`src/design/fpgpio_defines.vh`:
```
/*
 constants for the four-pin open-drain gpio port with edge interrupts.
 assumes inclusion by bare name from the design files.
*/
// Notes on behaviour
// edge-select bit: 0 falling, 1 rising
// set mask bit suppresses that pin's interrupt
// mask and edge-select bits reset to zero
// direction bit: 0 input, 1 output; resets input
// output with value 1 pulls pin low
// never drive high; pull low or float
// input pin value bit shows sampled level
// writes to input pin value bits ignored
// software sets edge and mask for inputs
// synchronised edges set pending interrupt request
`ifndef FPGPIO_DEFINES_VH
`define FPGPIO_DEFINES_VH

`define FPGPIO_ADDR_W        8
`define FPGPIO_ADDR_EDGEMASK 8'h0F
`define FPGPIO_ADDR_DIRVAL   8'h10
`define FPGPIO_RST_EDGEMASK  8'h00
`define FPGPIO_RST_DIRVAL    8'h00
`define FPGPIO_NPINS         4
`define FPGPIO_MASK_LSB      0
`define FPGPIO_EDGE_LSB      4
`define FPGPIO_VAL_LSB       0
`define FPGPIO_DIR_LSB       4

`endif

```
`src/design/fpgpio_pin.v`:
```
/*
 one pin: two-flop synchroniser, edge detect, open-drain output.
 assumes pin input synchronous enough for a two-flop chain.
*/
`include "fpgpio_defines.vh"
module fpgpio_pin (
    input  wire i_sys_clk,
    input  wire i_reset_n,
    input  wire i_pin,
    input  wire i_dir_out,
    input  wire i_value,
    input  wire i_rising,
    input  wire i_mask,
    output wire o_level,
    output wire o_edge,
    output wire o_pull_low
);
    reg sync1_q;
    reg sync2_q;
    reg prev_q;

    always @(posedge i_sys_clk)
    begin
        if (!i_reset_n)
        begin
            sync1_q <= 1'b1;
            sync2_q <= 1'b1;
            prev_q  <= 1'b1;
        end
        else
        begin
            sync1_q <= i_pin;
            sync2_q <= sync1_q;
            prev_q  <= sync2_q;
        end
    end

    assign o_level    = sync2_q;
    // edges only counted on input pins
    assign o_edge     = !i_dir_out && !i_mask &&
                        (i_rising ? (sync2_q && !prev_q) : (!sync2_q && prev_q));
    // only a pull-down exists, so high is never driven
    assign o_pull_low = i_dir_out && i_value;
endmodule

```
`src/design/fpgpio_top.v`:
```
/*
 gpio port top: two registers on the device's internal register port,
 four open-drain pins and one pending-interrupt request.
 assumes a single-cycle write strobe and combinational-address read port.
*/
`include "fpgpio_defines.vh"
module fpgpio_top (
    input  wire       i_sys_clk,
    input  wire       i_reset_n,
    input  wire       i_reg_wr,
    input  wire       i_reg_rd,
    input  wire [7:0] i_reg_addr,
    input  wire [7:0] i_reg_wdata,
    output reg  [7:0] o_reg_rdata,
    input  wire       i_irq_clear,
    output reg        o_irq_pending,
    input  wire [3:0] i_pin,
    output reg  [3:0] o_pin,
    output reg  [3:0] o_pin_oe
);
    reg  [7:0] edgemask_q;
    reg  [3:0] dir_q;
    reg  [3:0] outval_q;
    wire [3:0] level;
    wire [3:0] edge_hit;
    wire [3:0] pull_low;
    wire [3:0] val_view;
    reg  [7:0] rdata_d;
    // reset word kept whole, direction field cut out on purpose
    wire [7:0] rst_dirval;

    assign rst_dirval = `FPGPIO_RST_DIRVAL;

    genvar g;
    generate
        for (g = 0; g < `FPGPIO_NPINS; g = g + 1)
        begin : pins
            fpgpio_pin u_pin (
                .i_sys_clk  (i_sys_clk),
                .i_reset_n  (i_reset_n),
                .i_pin      (i_pin[g]),
                .i_dir_out  (dir_q[g]),
                .i_value    (outval_q[g]),
                .i_rising   (edgemask_q[`FPGPIO_EDGE_LSB + g]),
                .i_mask     (edgemask_q[`FPGPIO_MASK_LSB + g]),
                .o_level    (level[g]),
                .o_edge     (edge_hit[g]),
                .o_pull_low (pull_low[g])
            );
        end
    endgenerate

    // value bit reads the pin level for inputs, the stored value for outputs
    assign val_view = (dir_q & outval_q) | (~dir_q & level);

    always @*
    begin
        case (i_reg_addr)
            `FPGPIO_ADDR_EDGEMASK: rdata_d = edgemask_q;
            `FPGPIO_ADDR_DIRVAL:   rdata_d = {dir_q, val_view};
            default:               rdata_d = 8'h00;
        endcase
    end

    always @(posedge i_sys_clk)
    begin
        if (!i_reset_n)
        begin
            edgemask_q    <= `FPGPIO_RST_EDGEMASK;
            dir_q         <= rst_dirval[`FPGPIO_DIR_LSB +: 4];
            outval_q      <= 4'h0;
            o_reg_rdata   <= 8'h00;
            o_irq_pending <= 1'b0;
            o_pin         <= 4'h0;
            o_pin_oe      <= 4'h0;
        end
        else
        begin
            if (i_reg_wr && i_reg_addr == `FPGPIO_ADDR_EDGEMASK)
                edgemask_q <= i_reg_wdata;
            if (i_reg_wr && i_reg_addr == `FPGPIO_ADDR_DIRVAL)
            begin
                dir_q <= i_reg_wdata[`FPGPIO_DIR_LSB +: 4];
                // input pins keep their bit; it is not stored, only viewed
                outval_q <= (i_reg_wdata[`FPGPIO_DIR_LSB +: 4] & i_reg_wdata[`FPGPIO_VAL_LSB +: 4])
                          | (~i_reg_wdata[`FPGPIO_DIR_LSB +: 4] & outval_q);
            end
            if (i_reg_rd)
                o_reg_rdata <= rdata_d;
            // a new edge beats a clear in the same cycle
            o_irq_pending <= (|edge_hit) | (o_irq_pending & ~i_irq_clear);
            o_pin    <= 4'h0;
            o_pin_oe <= pull_low;
        end
    end
endmodule

```
`config.mk`:
```
export PLATFORM = sky130hd
export DESIGN_NAME = fpgpio_top
export DESIGN_NICKNAME = d
export VERILOG_FILES = /design/src/design/fpgpio_pin.v /design/src/design/fpgpio_top.v
export VERILOG_INCLUDE_DIRS = /design/src /design/src/design
export SDC_FILE = /design/constraint.sdc
export NUM_CORES = 1
export LEC_CHECK = 0
export BUFFER_PORTS_ARGS = -buffer_cell sky130_fd_sc_hd__buf_2
export CORE_ASPECT_RATIO = 0.6
export CORE_MARGIN = 1.5
export CORE_UTILIZATION = 35
export DETAILED_ROUTE_END_ITERATION = 10
export PLACE_DENSITY = 0.6
export SLEW_MARGIN = 20
export SYNTH_ARGS = -nofsm -noshare
export SYNTH_HDL_FRONTEND = slang
export SYNTH_HIERARCHICAL = 1
export SYNTH_SLANG_ARGS = --single-unit
```
`constraint.sdc`:
```
create_clock -name i_sys_clk -period 1.65 [get_ports i_sys_clk]
set_input_delay 0.0825 -clock i_sys_clk [delete_from_list [all_inputs] [get_ports i_sys_clk]]
set_output_delay 0.0825 -clock i_sys_clk [all_outputs]
set_load 0.01 [all_outputs]
```
==> metrics.md, run 1 <==
| Metric | Value |
|---|---|
| Ys async rst share | 0 |
| Clk slew on worst S/H paths | 0.08 ns |
| Area leader, netlist | dfxtp_1 |
| Slew Limit Headroom | 0.6157 |
| Hold Crit Class | in2reg |
| Top sig layer | met4 |
| Total power divided by cell area | 863.4 nW/um^2 |
| Syn. warnings | 6 |
| Die width | 92.72 um |
| Top Ports | 42 |
| EDFF count, synth | 0 |
| Commonest cells post-synth | dfxtp_1, nand2_1, o21ai_0 |
| HPWL Detailed | 2.628 mm |
| CP startpoint kind | flop |
| Met3 wire length | 186 um |
| Worst endpoint required time | 1.86 ns |
| Synth cell types | 28 |
| Htree depth | 2 |
| CTS max path bufs | 2 |
| Pleak | between 0.8 and 0.9 nW |
| Via count | ~1400 |
| First-pass DRT Iterations | 4 |
| Post-Route WL | 3.472 mm |
| Core region area | 4612 um^2 |
| Setup_tns | 0 ns |
| Critical path arrival | 1.48 ns |
| Largest net degree at the start of global routing | 38 |
| Die H | 56.83 um |
| Critical path class | reg2reg |
| Num CTS Buffers | 5 |
| Setup Skew | 0.006232 ns |
| Setup bufs post-CTS | 0 |
| Area share of the largest cell type after synthesis | 0.4856 |
| Outcome | finished, final reports clean |
| Cells after synthesis | 181 |
| Worst vdd ir | 0.3202 mV |
| Top-count cell post-synth | dfxtp_1 |
| Slew Viols, Final | 0 |
| Met1 WL | 1.878 mm |
| Sequential area share after synthesis | 0.4856 |
| Synth Cell Area | 1690 um^2 |
| RSZ-0062 raised after global routing | no |
| Max Cap Viol | 0 |
| # diodes | 0 |
| Die area | 5269 um^2 |
| Total gr overflow | 0 |
| Seq cells post-synth | 41 |
| Synth top area cells | dfxtp_1, o21ai_0, nand2_1 |
| Clock root buffer | clkbuf_8 |
| DR WL/cell | 12.10 um |
| Worst-Margin Slew | 0.5753 ns |
| PnR worst setup slack | 0.3847 ns |
| Number of global-route vias before repair | about 1300 |
| Critical-path cell list | or3b_1 > a211oi_2 > nor4_1 > a21boi_0 |
| # port buffers | 37 |
| CTS tree | built |
| Max incr delay on CP | 0.39 ns |
| Worst path slowest cell | or3b_1 |
| Clock Latency Late Sink | 0.28 ns |
| Hold_ws | 0.05603 ns |
| Iteration-0 DRC Markers | 34 |
| Clock sinks | 41 |
| Std-Cell Rows | 19 |
| Initial antenna violation count | 0 |
| Vias per Instance | about 4.7 |
| Delay-heaviest family, CP | simple AND/OR/NAND/NOR gates |
| Mean Syn Cell Area | ~9.3 um^2 |
| Area Growth Syn to Fin | 21.54% |
| Detail Route Antenna Nets | 0 |
| RD Place Congestion | 0.7399 |
| CP max FO | 4 |
| Global-route wire length before repair | 5.844 mm |
| Final period util | 0.7668 |
| Drt drc | 0 |
| Starting Density | 0.3665 |
| Fmax | 0.7903 GHz |
| CP bufs+invs | 0 |
| Final core utilization | 0.4455 |
| Final Hold Viols | 0 |
| Placement Setup Slack | 0.1965 ns |
| Nets | between 200 and 250 |
| WL met2 | 1.396 mm |
| Layout cells sized above 1 | 0.2634 |
| Primary FF master, synth | dfxtp_1 |
| Minimum clock period | approximately 1.3 ns |
| Worst setup EP type | flop |
| Final setup viols | 0 |
| GR Util All Layers | 0.1444 |
-- state kept, by name, indices dropped and copies added (netlist names), named ones only --
register,count
dir_q,4
edgemask_q,8
o_irq_pending,1
o_pin_oe,4
o_reg_rdata,8
pins.u_pin/o_level,4
pins.u_pin/prev_q,4
pins.u_pin/sync1_q,4
-- cell families (layout without fill, tap and decap cells) --
kind of cell	count (synthesis)	count (layout)	share of synthesized area
AND/OR/NAND/NOR	78	78	0.2694
AO/OA/AOI/OAI	41	41	0.1525
flip-flops	41	41	0.4856
buffers and inverters	12	52	0.03997
multiplexers	8	8	0.05033
other	1	4	0.002218
-- power breakdown --
part	total, mW	switching [mW]	internal, mW
sequential	1.01	0.00651	1.00
clock	0.645	0.313	0.332
combinational	0.119	0.0613	0.0581
total	1.77	0.381	1.39
-- layout make-up --
class	count	area, um^2
Clock buffer	7	86.33
Fill cell	466	2557
Multi-Input combinational cell	131	813.3
Sequential cell	41	820.8
Tap cell	63	78.83
Timing Repair Buffer	45	255.2
-- worst reg2reg max path, cell delays in order (launching register included) --
cell and delay [ns]:
dfxtp_1 0.33, or3b_1 0.39, a211oi_2 0.27, nor4_1 0.08
a21boi_0 0.14
-- placed cells by master, fill, tap and decap left out, types with 6 or more instances in the layout --
cell,n
nand2_1,28
a22oi_1,8
clkbuf_8,6
o21ai_0,24
nand3_1,12
dfxtp_1,41
buf_2,37
nand2b_1,13
and2_1,8
-- repair_timing --
| action | 4_1_cts | 5_1_grt |
|---|---|---|
| setup endpoints to repair | 0 | 0 |
| hold endpoints to repair | 4 | 0 |
| hold buffers | 4 | 0 |
| resized for setup | 0 | 0 |
-- through the flow --
step	cells	area (um^2)	total power [mW]
floorplan	184	1702	1.096
finish	287	2054	1.774
global placement	276	1928	1.146
CTS	287	2054	1.798
detailed placement	276	1928	1.146
global route	287	2054	1.854
-- layer usage --
layer	up-vias	track usage
met5	-	0
met4	0	0.02597
met3	2	0.05149
met2	26	0.2101
met1	622	0.2063
li1	708	-
-- path summary, 6_finish.rpt --
kind	start	end	slack, ns	depth (start not counted)
setup / recovery	pins[0].u_pin/o_level$_SDFF_PN1_	o_irq_pending$_SDFF_PN0_	0.38	4
hold / removal	i_reg_wdata[4]	dir_q[0]$_SDFFE_PN0P_	0.06	3
hold reg to reg	pins[2].u_pin/sync1_q$_SDFF_PN1_	pins[2].u_pin/o_level$_SDFF_PN1_	0.41	1
setup reg to reg	pins[0].u_pin/o_level$_SDFF_PN1_	o_irq_pending$_SDFF_PN0_	0.38	4
Note: power is estimated with default switching activity, not from simulation.
==> run 2: changes to the inputs <==
Settings changed: ABC_AREA from default to 1, PLACE_DENSITY 0.6 to 0.59.
Clock period 1.65 ns to 1.3 ns, I/O delays scaled along.
==> metrics.md, run 2 <==
| Metric | Value |
|---|---|
| Layout cells sized above 1 | 0.2349 |
| Cell mode on critical path | nand2_1 |
| Clock sinks | between 40 and 50 |
| Setup Skew | 0.004702 ns |
| Starting Density | 0.3736 |
| Synth cell types | 20 |
| Initial antenna violation count | 0 |
| DR WL/cell | 11.12 um |
| # diodes | 0 |
| HPWL Detailed | between 3 and 4 mm |
| Setup_tns | 0 ns |
| Critical-path cell list | inv_1 > nand2_1 > nand2_1 > nand2_1 > nor2_1 > nor4_1 > o21ai_0 > nand2_1 > inv_1 |
| Core region area | 5205 um^2 |
| Iteration-0 DRC Markers | 55 |
| Std-Cell Rows | 20 |
| RSZ-0062 raised after global routing | no |
| Drt drc | 0 |
| Post-Place Cells | 387 |
| Layout Cells excl Fill | 398 |
| Post-Route WL | 4.425 mm |
| Critical path class | reg2reg |
| Die width | 99.23 um |
| Slew Viols, Final | 0 |
| Global-route wire length before repair | around 7.2 mm |
| Clk slew on worst S/H paths | 0.08 ns |
| Total power divided by cell area | 1023 nW/um^2 |
| Delay-heaviest family, CP | simple AND/OR/NAND/NOR gates |
| Total gr overflow | 0 |
| Die H | about 60 um |
| Worst path slowest cell | dfxtp_1 |
| Nets | 357 |
| Sequential area share after synthesis | 0.4221 |
| Minimum clock period | around 1.2 ns |
| Pleak | 1.255 nW |
| Vias per Instance | 4.427 |
| Die area | 6026 um^2 |
| Final period util | 0.8913 |
| Fmax | about 0.86 GHz |
| Htree depth | 2 |
| Max Cap Viol | 0 |
| CTS tree | built |
| Mean Syn Cell Area | 6.871 um^2 |
| Synth top area cells | dfxtp_1, nand2_1, inv_1 |
| GR Util All Layers | 0.1582 |
| Num CTS Buffers | 5 |
| Seq cells post-synth | 41 |
| Setup bufs post-CTS | 0 |
| Primary FF master, synth | dfxtp_1 |
| EDFF count, synth | 0 |
| Critical path arrival | 1.36 ns |
| Number of global-route vias before repair | 1573 |
| Detail Route Antenna Nets | 0 |
| Worst vdd ir | 0.4123 mV |
| Worst setup EP type | flop |
| CP bufs+invs | 2 |
| Via count | 1762 |
| First-pass DRT Iterations | 5 |
| Final setup viols | 0 |
| Area share of the largest cell type after synthesis | 0.4221 |
| RD Place Congestion | 0.7448 |
| Area Growth Syn to Fin | 21.04% |
| Syn. warnings | 6 |
| Final Hold Viols | 0 |
| Worst endpoint required time | 1.50 ns |
| Commonest non-fill, non-tap cell in the layout | nand2_1 |
| # port buffers | 37 |
| Most frequent cells in the layout | nand2_1, inv_1, dfxtp_1, buf_2, nor2_1 |
| Clock Latency Late Sink | around 0.29 ns |
| Top Ports | 42 |
| CTS max path bufs | 2 |
| Clock root buffer | clkbuf_8 |
| Ys async rst share | 0 |
| Hold Crit Class | in2reg |
| CP max FO | 3 |
| Synth Cell Area | 1944 um^2 |
| CP startpoint kind | flop |
| Area leader, netlist | dfxtp_1 |
| Cells after synthesis | between 200 and 300 |
| Outcome | finished, final reports clean |
| Max incr delay on CP | 0.36 ns |
| Commonest cells post-synth | nand2_1, inv_1, dfxtp_1 |
| Largest net degree at the start of global routing | 22 |
| Top flop regs | edgemask_q x8, o_reg_rdata x8 |
| Top-count cell post-synth | nand2_1 |
-- run 2: cell count changes after synthesis, moves of 11 or more --
| cell | change |
|---|---|
| o21ai_0 | -19 |
| inv_1 | +49 |
| nand4_1 | +11 |
| a21oi_1 | +12 |
| nand2b_1 | -13 |
| nor2_1 | +34 |
| nand2_1 | +44 |
-- run 2: kinds of logic after synthesis --
group | synth area share
AND/OR/NAND/NOR | 0.3752
buffers and inverters | 0.1570
flip-flops | 0.4221
AO/OA/AOI/OAI | 0.04376
other | 0.001929
-- run 2: cell type report --
class,count,area [um^2]
Fill cell,580,2851
Clock inverter,1,7.507
Inverter,54,202.7
Sequential cell,41,820.8
Multi-Input combinational cell,177,829.5
Tap cell,66,82.58
Timing Repair Buffer,53,327.8
Clock buffer,6,82.58
-- run 2: path summary, 6_finish.rpt --
kind / start / end / slack, ns / cells past startpoint
max: edgemask_q[5]$_SDFFE_PN0P_ / o_irq_pending$_SDFF_PN0_ / 0.14 / 9
min: i_irq_clear / o_irq_pending$_SDFF_PN0_ / 0.04 / 4
max reg2reg: edgemask_q[5]$_SDFFE_PN0P_ / o_irq_pending$_SDFF_PN0_ / 0.14 / 9
min reg2reg: pins[3].u_pin/sync1_q$_SDFF_PN1_ / pins[3].u_pin/o_level$_SDFF_PN1_ / 0.41 / 2
-- run 2: stage by stage --
| step | hold slack (ns) | area, um^2 | setup slack (ns) | utilization | total power [mW] |
|---|---|---|---|---|---|
| after floorplan | 0.1337 | 1956 | 0.2321 | - | 1.466 |
| after global placement | 0.2367 | 2223 | 0.1992 | 0.4272 | 1.552 |
| after detailed placement | 0.2389 | 2223 | 0.1428 | 0.4272 | 1.553 |
| after CTS | 0.03614 | 2354 | 0.1390 | 0.4522 | 2.433 |
| after global routing | 0.05954 | 2354 | 0.03983 | 0.4522 | 2.514 |
| final | 0.03745 | 2354 | 0.1413 | 0.4522 | 2.407 |
-- run 2: power breakdown --
group / switching (mW) / total (mW) / internal, mW
clock network: 0.455 / 0.875 / 0.420
registers: 0.0139 / 1.30 / 1.29
logic: 0.139 / 0.233 / 0.0938
total: 0.608 / 2.41 / 1.80
-- run 2: repair_timing --
| action | CTS | global route |
|---|---|---|
| hold buffers | 4 | 0 |
| gates resized for setup | 0 | 0 |
| endpoints found under the hold margin | 4 | 0 |
-- run 2: per-layer routing --
layer  wire length (um)  up-vias  track usage
met2               1685       62       0.2270
li1                   -      941            -
met1               2370      751       0.2294
met3                300        8      0.04378
met4                 68        0      0.05433
met5                  0        -            0
-- run 2: worst min-delay path, delay by kind of cell --
kind	cells	cell delay [ns]
AO/OA/AOI/OAI	1	0.06
AND/OR/NAND/NOR	1	0.05
buffers and inverters	2	0.11
==> run 3: changes to the inputs <==
Settings changed: SETUP_SLACK_MARGIN from default to 0.5.
==> metrics.md, run 3 (synthesized netlist as in run 2, its figures left out) <==
| Metric | Value |
|---|---|
| Most frequent cells in the layout | nand2_1, inv_1, nor2_1, buf_2, dfxtp_1 |
| Number of global-route vias before repair | 1576 |
| Core region area | between 5000 and 6000 um^2 |
| Clock root buffer | clkbuf_8 |
| Clock Latency Late Sink | 0.30 ns |
| Starting Density | 0.3736 |
| Via count | 1854 |
| CTS max path bufs | 2 |
| Multi-input logic area | 917.1 um^2 |
| Total power divided by cell area | 976.4 nW/um^2 |
| Die area | 6026 um^2 |
| Die width | 99.23 um |
| Area Growth Syn to Fin | 34.56% |
| Worst endpoint required time | 1.50 ns |
| Final setup viols | 0 |
| Setup_tns | 0 ns |
| Final period util | 0.8351 |
| Critical path class | reg2reg |
| HPWL Detailed | 3.079 mm |
| DR WL/cell | 11.26 um |
| Max Cap Viol | 0 |
| Slew Viols, Final | 0 |
| Std-Cell Rows | 20 |
| Met1 WL | 2.145 mm |
| Met3 wire length | 349 um |
| Largest net degree at the start of global routing | 22 |
| Register area | 849.6 um^2 |
| Post-Route WL | roughly 4.6 mm |
| Worst vdd ir | 0.4045 mV |
| Commonest non-fill, non-tap cell in the layout | nand2_1 |
| CP startpoint kind | flop |
| Vias per Instance | between 4 and 5 |
| Final core utilization | 0.5026 |
| Worst setup EP type | flop |
| Top flop regs | edgemask_q x8, o_reg_rdata x8 |
| First-pass DRT Iterations | 4 |
| Total gr overflow | 0 |
| Critical path arrival | 1.28 ns |
| Iteration-0 DRC Markers | 89 |
| Fmax | a little over 0.9 GHz |
| WL met2 | 2.019 mm |
| # diodes | 0 |
| Num CTS Buffers | 5 |
| Detail Route Antenna Nets | 0 |
| Power Total | roughly 2.6 mW |
| Layout cells sized above 1 | 0.3639 |
| Outcome | finished, final reports clean |
| Fill cells | a little over 500 |
| Hold Crit Class | in2reg |
| Initial antenna violation count | 0 |
| CP max FO | 2 |
| RD Place Congestion | 0.8184 |
| Top Ports | 42 |
| Setup Skew | about 0.012 ns |
| GR Util All Layers | 0.1536 |
| Minimum clock period | 1.086 ns |
| RSZ-0062 raised after global routing | yes |
| CTS tree | built |
| Global-route wire length before repair | 7.100 mm |
| Pleak | roughly 1.3 nW |
| Final Hold Viols | 0 |
| Htree depth | 2 |
| Clk slew on worst S/H paths | approximately 0.080 ns |
| Drt drc | 0 |
| Nets | 363 |
| Die H | 60.74 um |
| Clock sinks | 41 |
| # port buffers | 37 |
| Top sig layer | met4 |
==> run 3: cell types whose count changed in the layout (fill, tap and decap cells not counted), moves of 5 or more <==
cell     delta
buf_2      -10
buf_6      +20
dfxtp_1    -17
dfxtp_2    +14
inv_1       -5
inv_2       +5
nand3_1     -9
nand3_2     +7
o21ai_0     -5
==> run 3: where the power goes <==
part / internal (mW) / switching [mW]
clock: 0.558 / 0.429
sequential: 1.28 / 0.0177
combinational: 0.118 / 0.151
==> run 3: layer usage <==
layer,up-vias,track usage
li1,960,-
met1,827,0.1999
met2,62,0.2505
met3,5,0.04724
met4,0,0.04829
met5,-,0
==> run 3: timing repair <==
item,4_1_cts,5_1_grt
gates resized for setup,24,39
hold buffers,4,0
pin swaps,0,19
hold endpoints to repair,4,0
endpoints found under the setup margin,14,34
cloned,0,1
setup buffers,2,7
==> run 3: area by class of cell <==
class                      count  share of cell area
clock buffer                   5             0.02630
clock inverter                 2             0.01339
inverter                      54             0.07747
multi-input combinational    177              0.3506
sequential                    41              0.3247
tap                           66             0.03156
timing repair buffer          59              0.1760
==> run 3: path summary, 6_finish.rpt <==
path | cells after the start | start | to | slack (ns)
max | 8 | edgemask_q[4]$_SDFFE_PN0P_ | o_irq_pending$_SDFF_PN0_ | 0.21
min | 4 | i_irq_clear | o_irq_pending$_SDFF_PN0_ | 0.03
max reg2reg | 8 | edgemask_q[4]$_SDFFE_PN0P_ | o_irq_pending$_SDFF_PN0_ | 0.21
min reg2reg | 2 | pins[0].u_pin/sync1_q$_SDFF_PN1_ | pins[0].u_pin/o_level$_SDFF_PN1_ | 0.40
==> run 3: critical path: stages, from the launching register on <==
cell and delay (ns):
dfxtp_2 0.33, inv_2 0.05, nor2_1 0.04, nor2_1 0.08, nor2_1 0.05, nor4_1 0.24, o21ai_1 0.09, nand2_1 0.06
inv_1 0.04
==> run 3: stage by stage <==
stage	std cells	hold slack [ns]	area, um^2	setup WS [ns]
global route	404	0.03196	2616	0.1379
detailed placement	383	0.2404	2193	0.2109
CTS	396	0.02336	2422	0.2153
global placement	383	0.2367	2193	0.2214
floorplan	286	0.1337	1968	0.2758
finish	404	0.03213	2616	0.2144
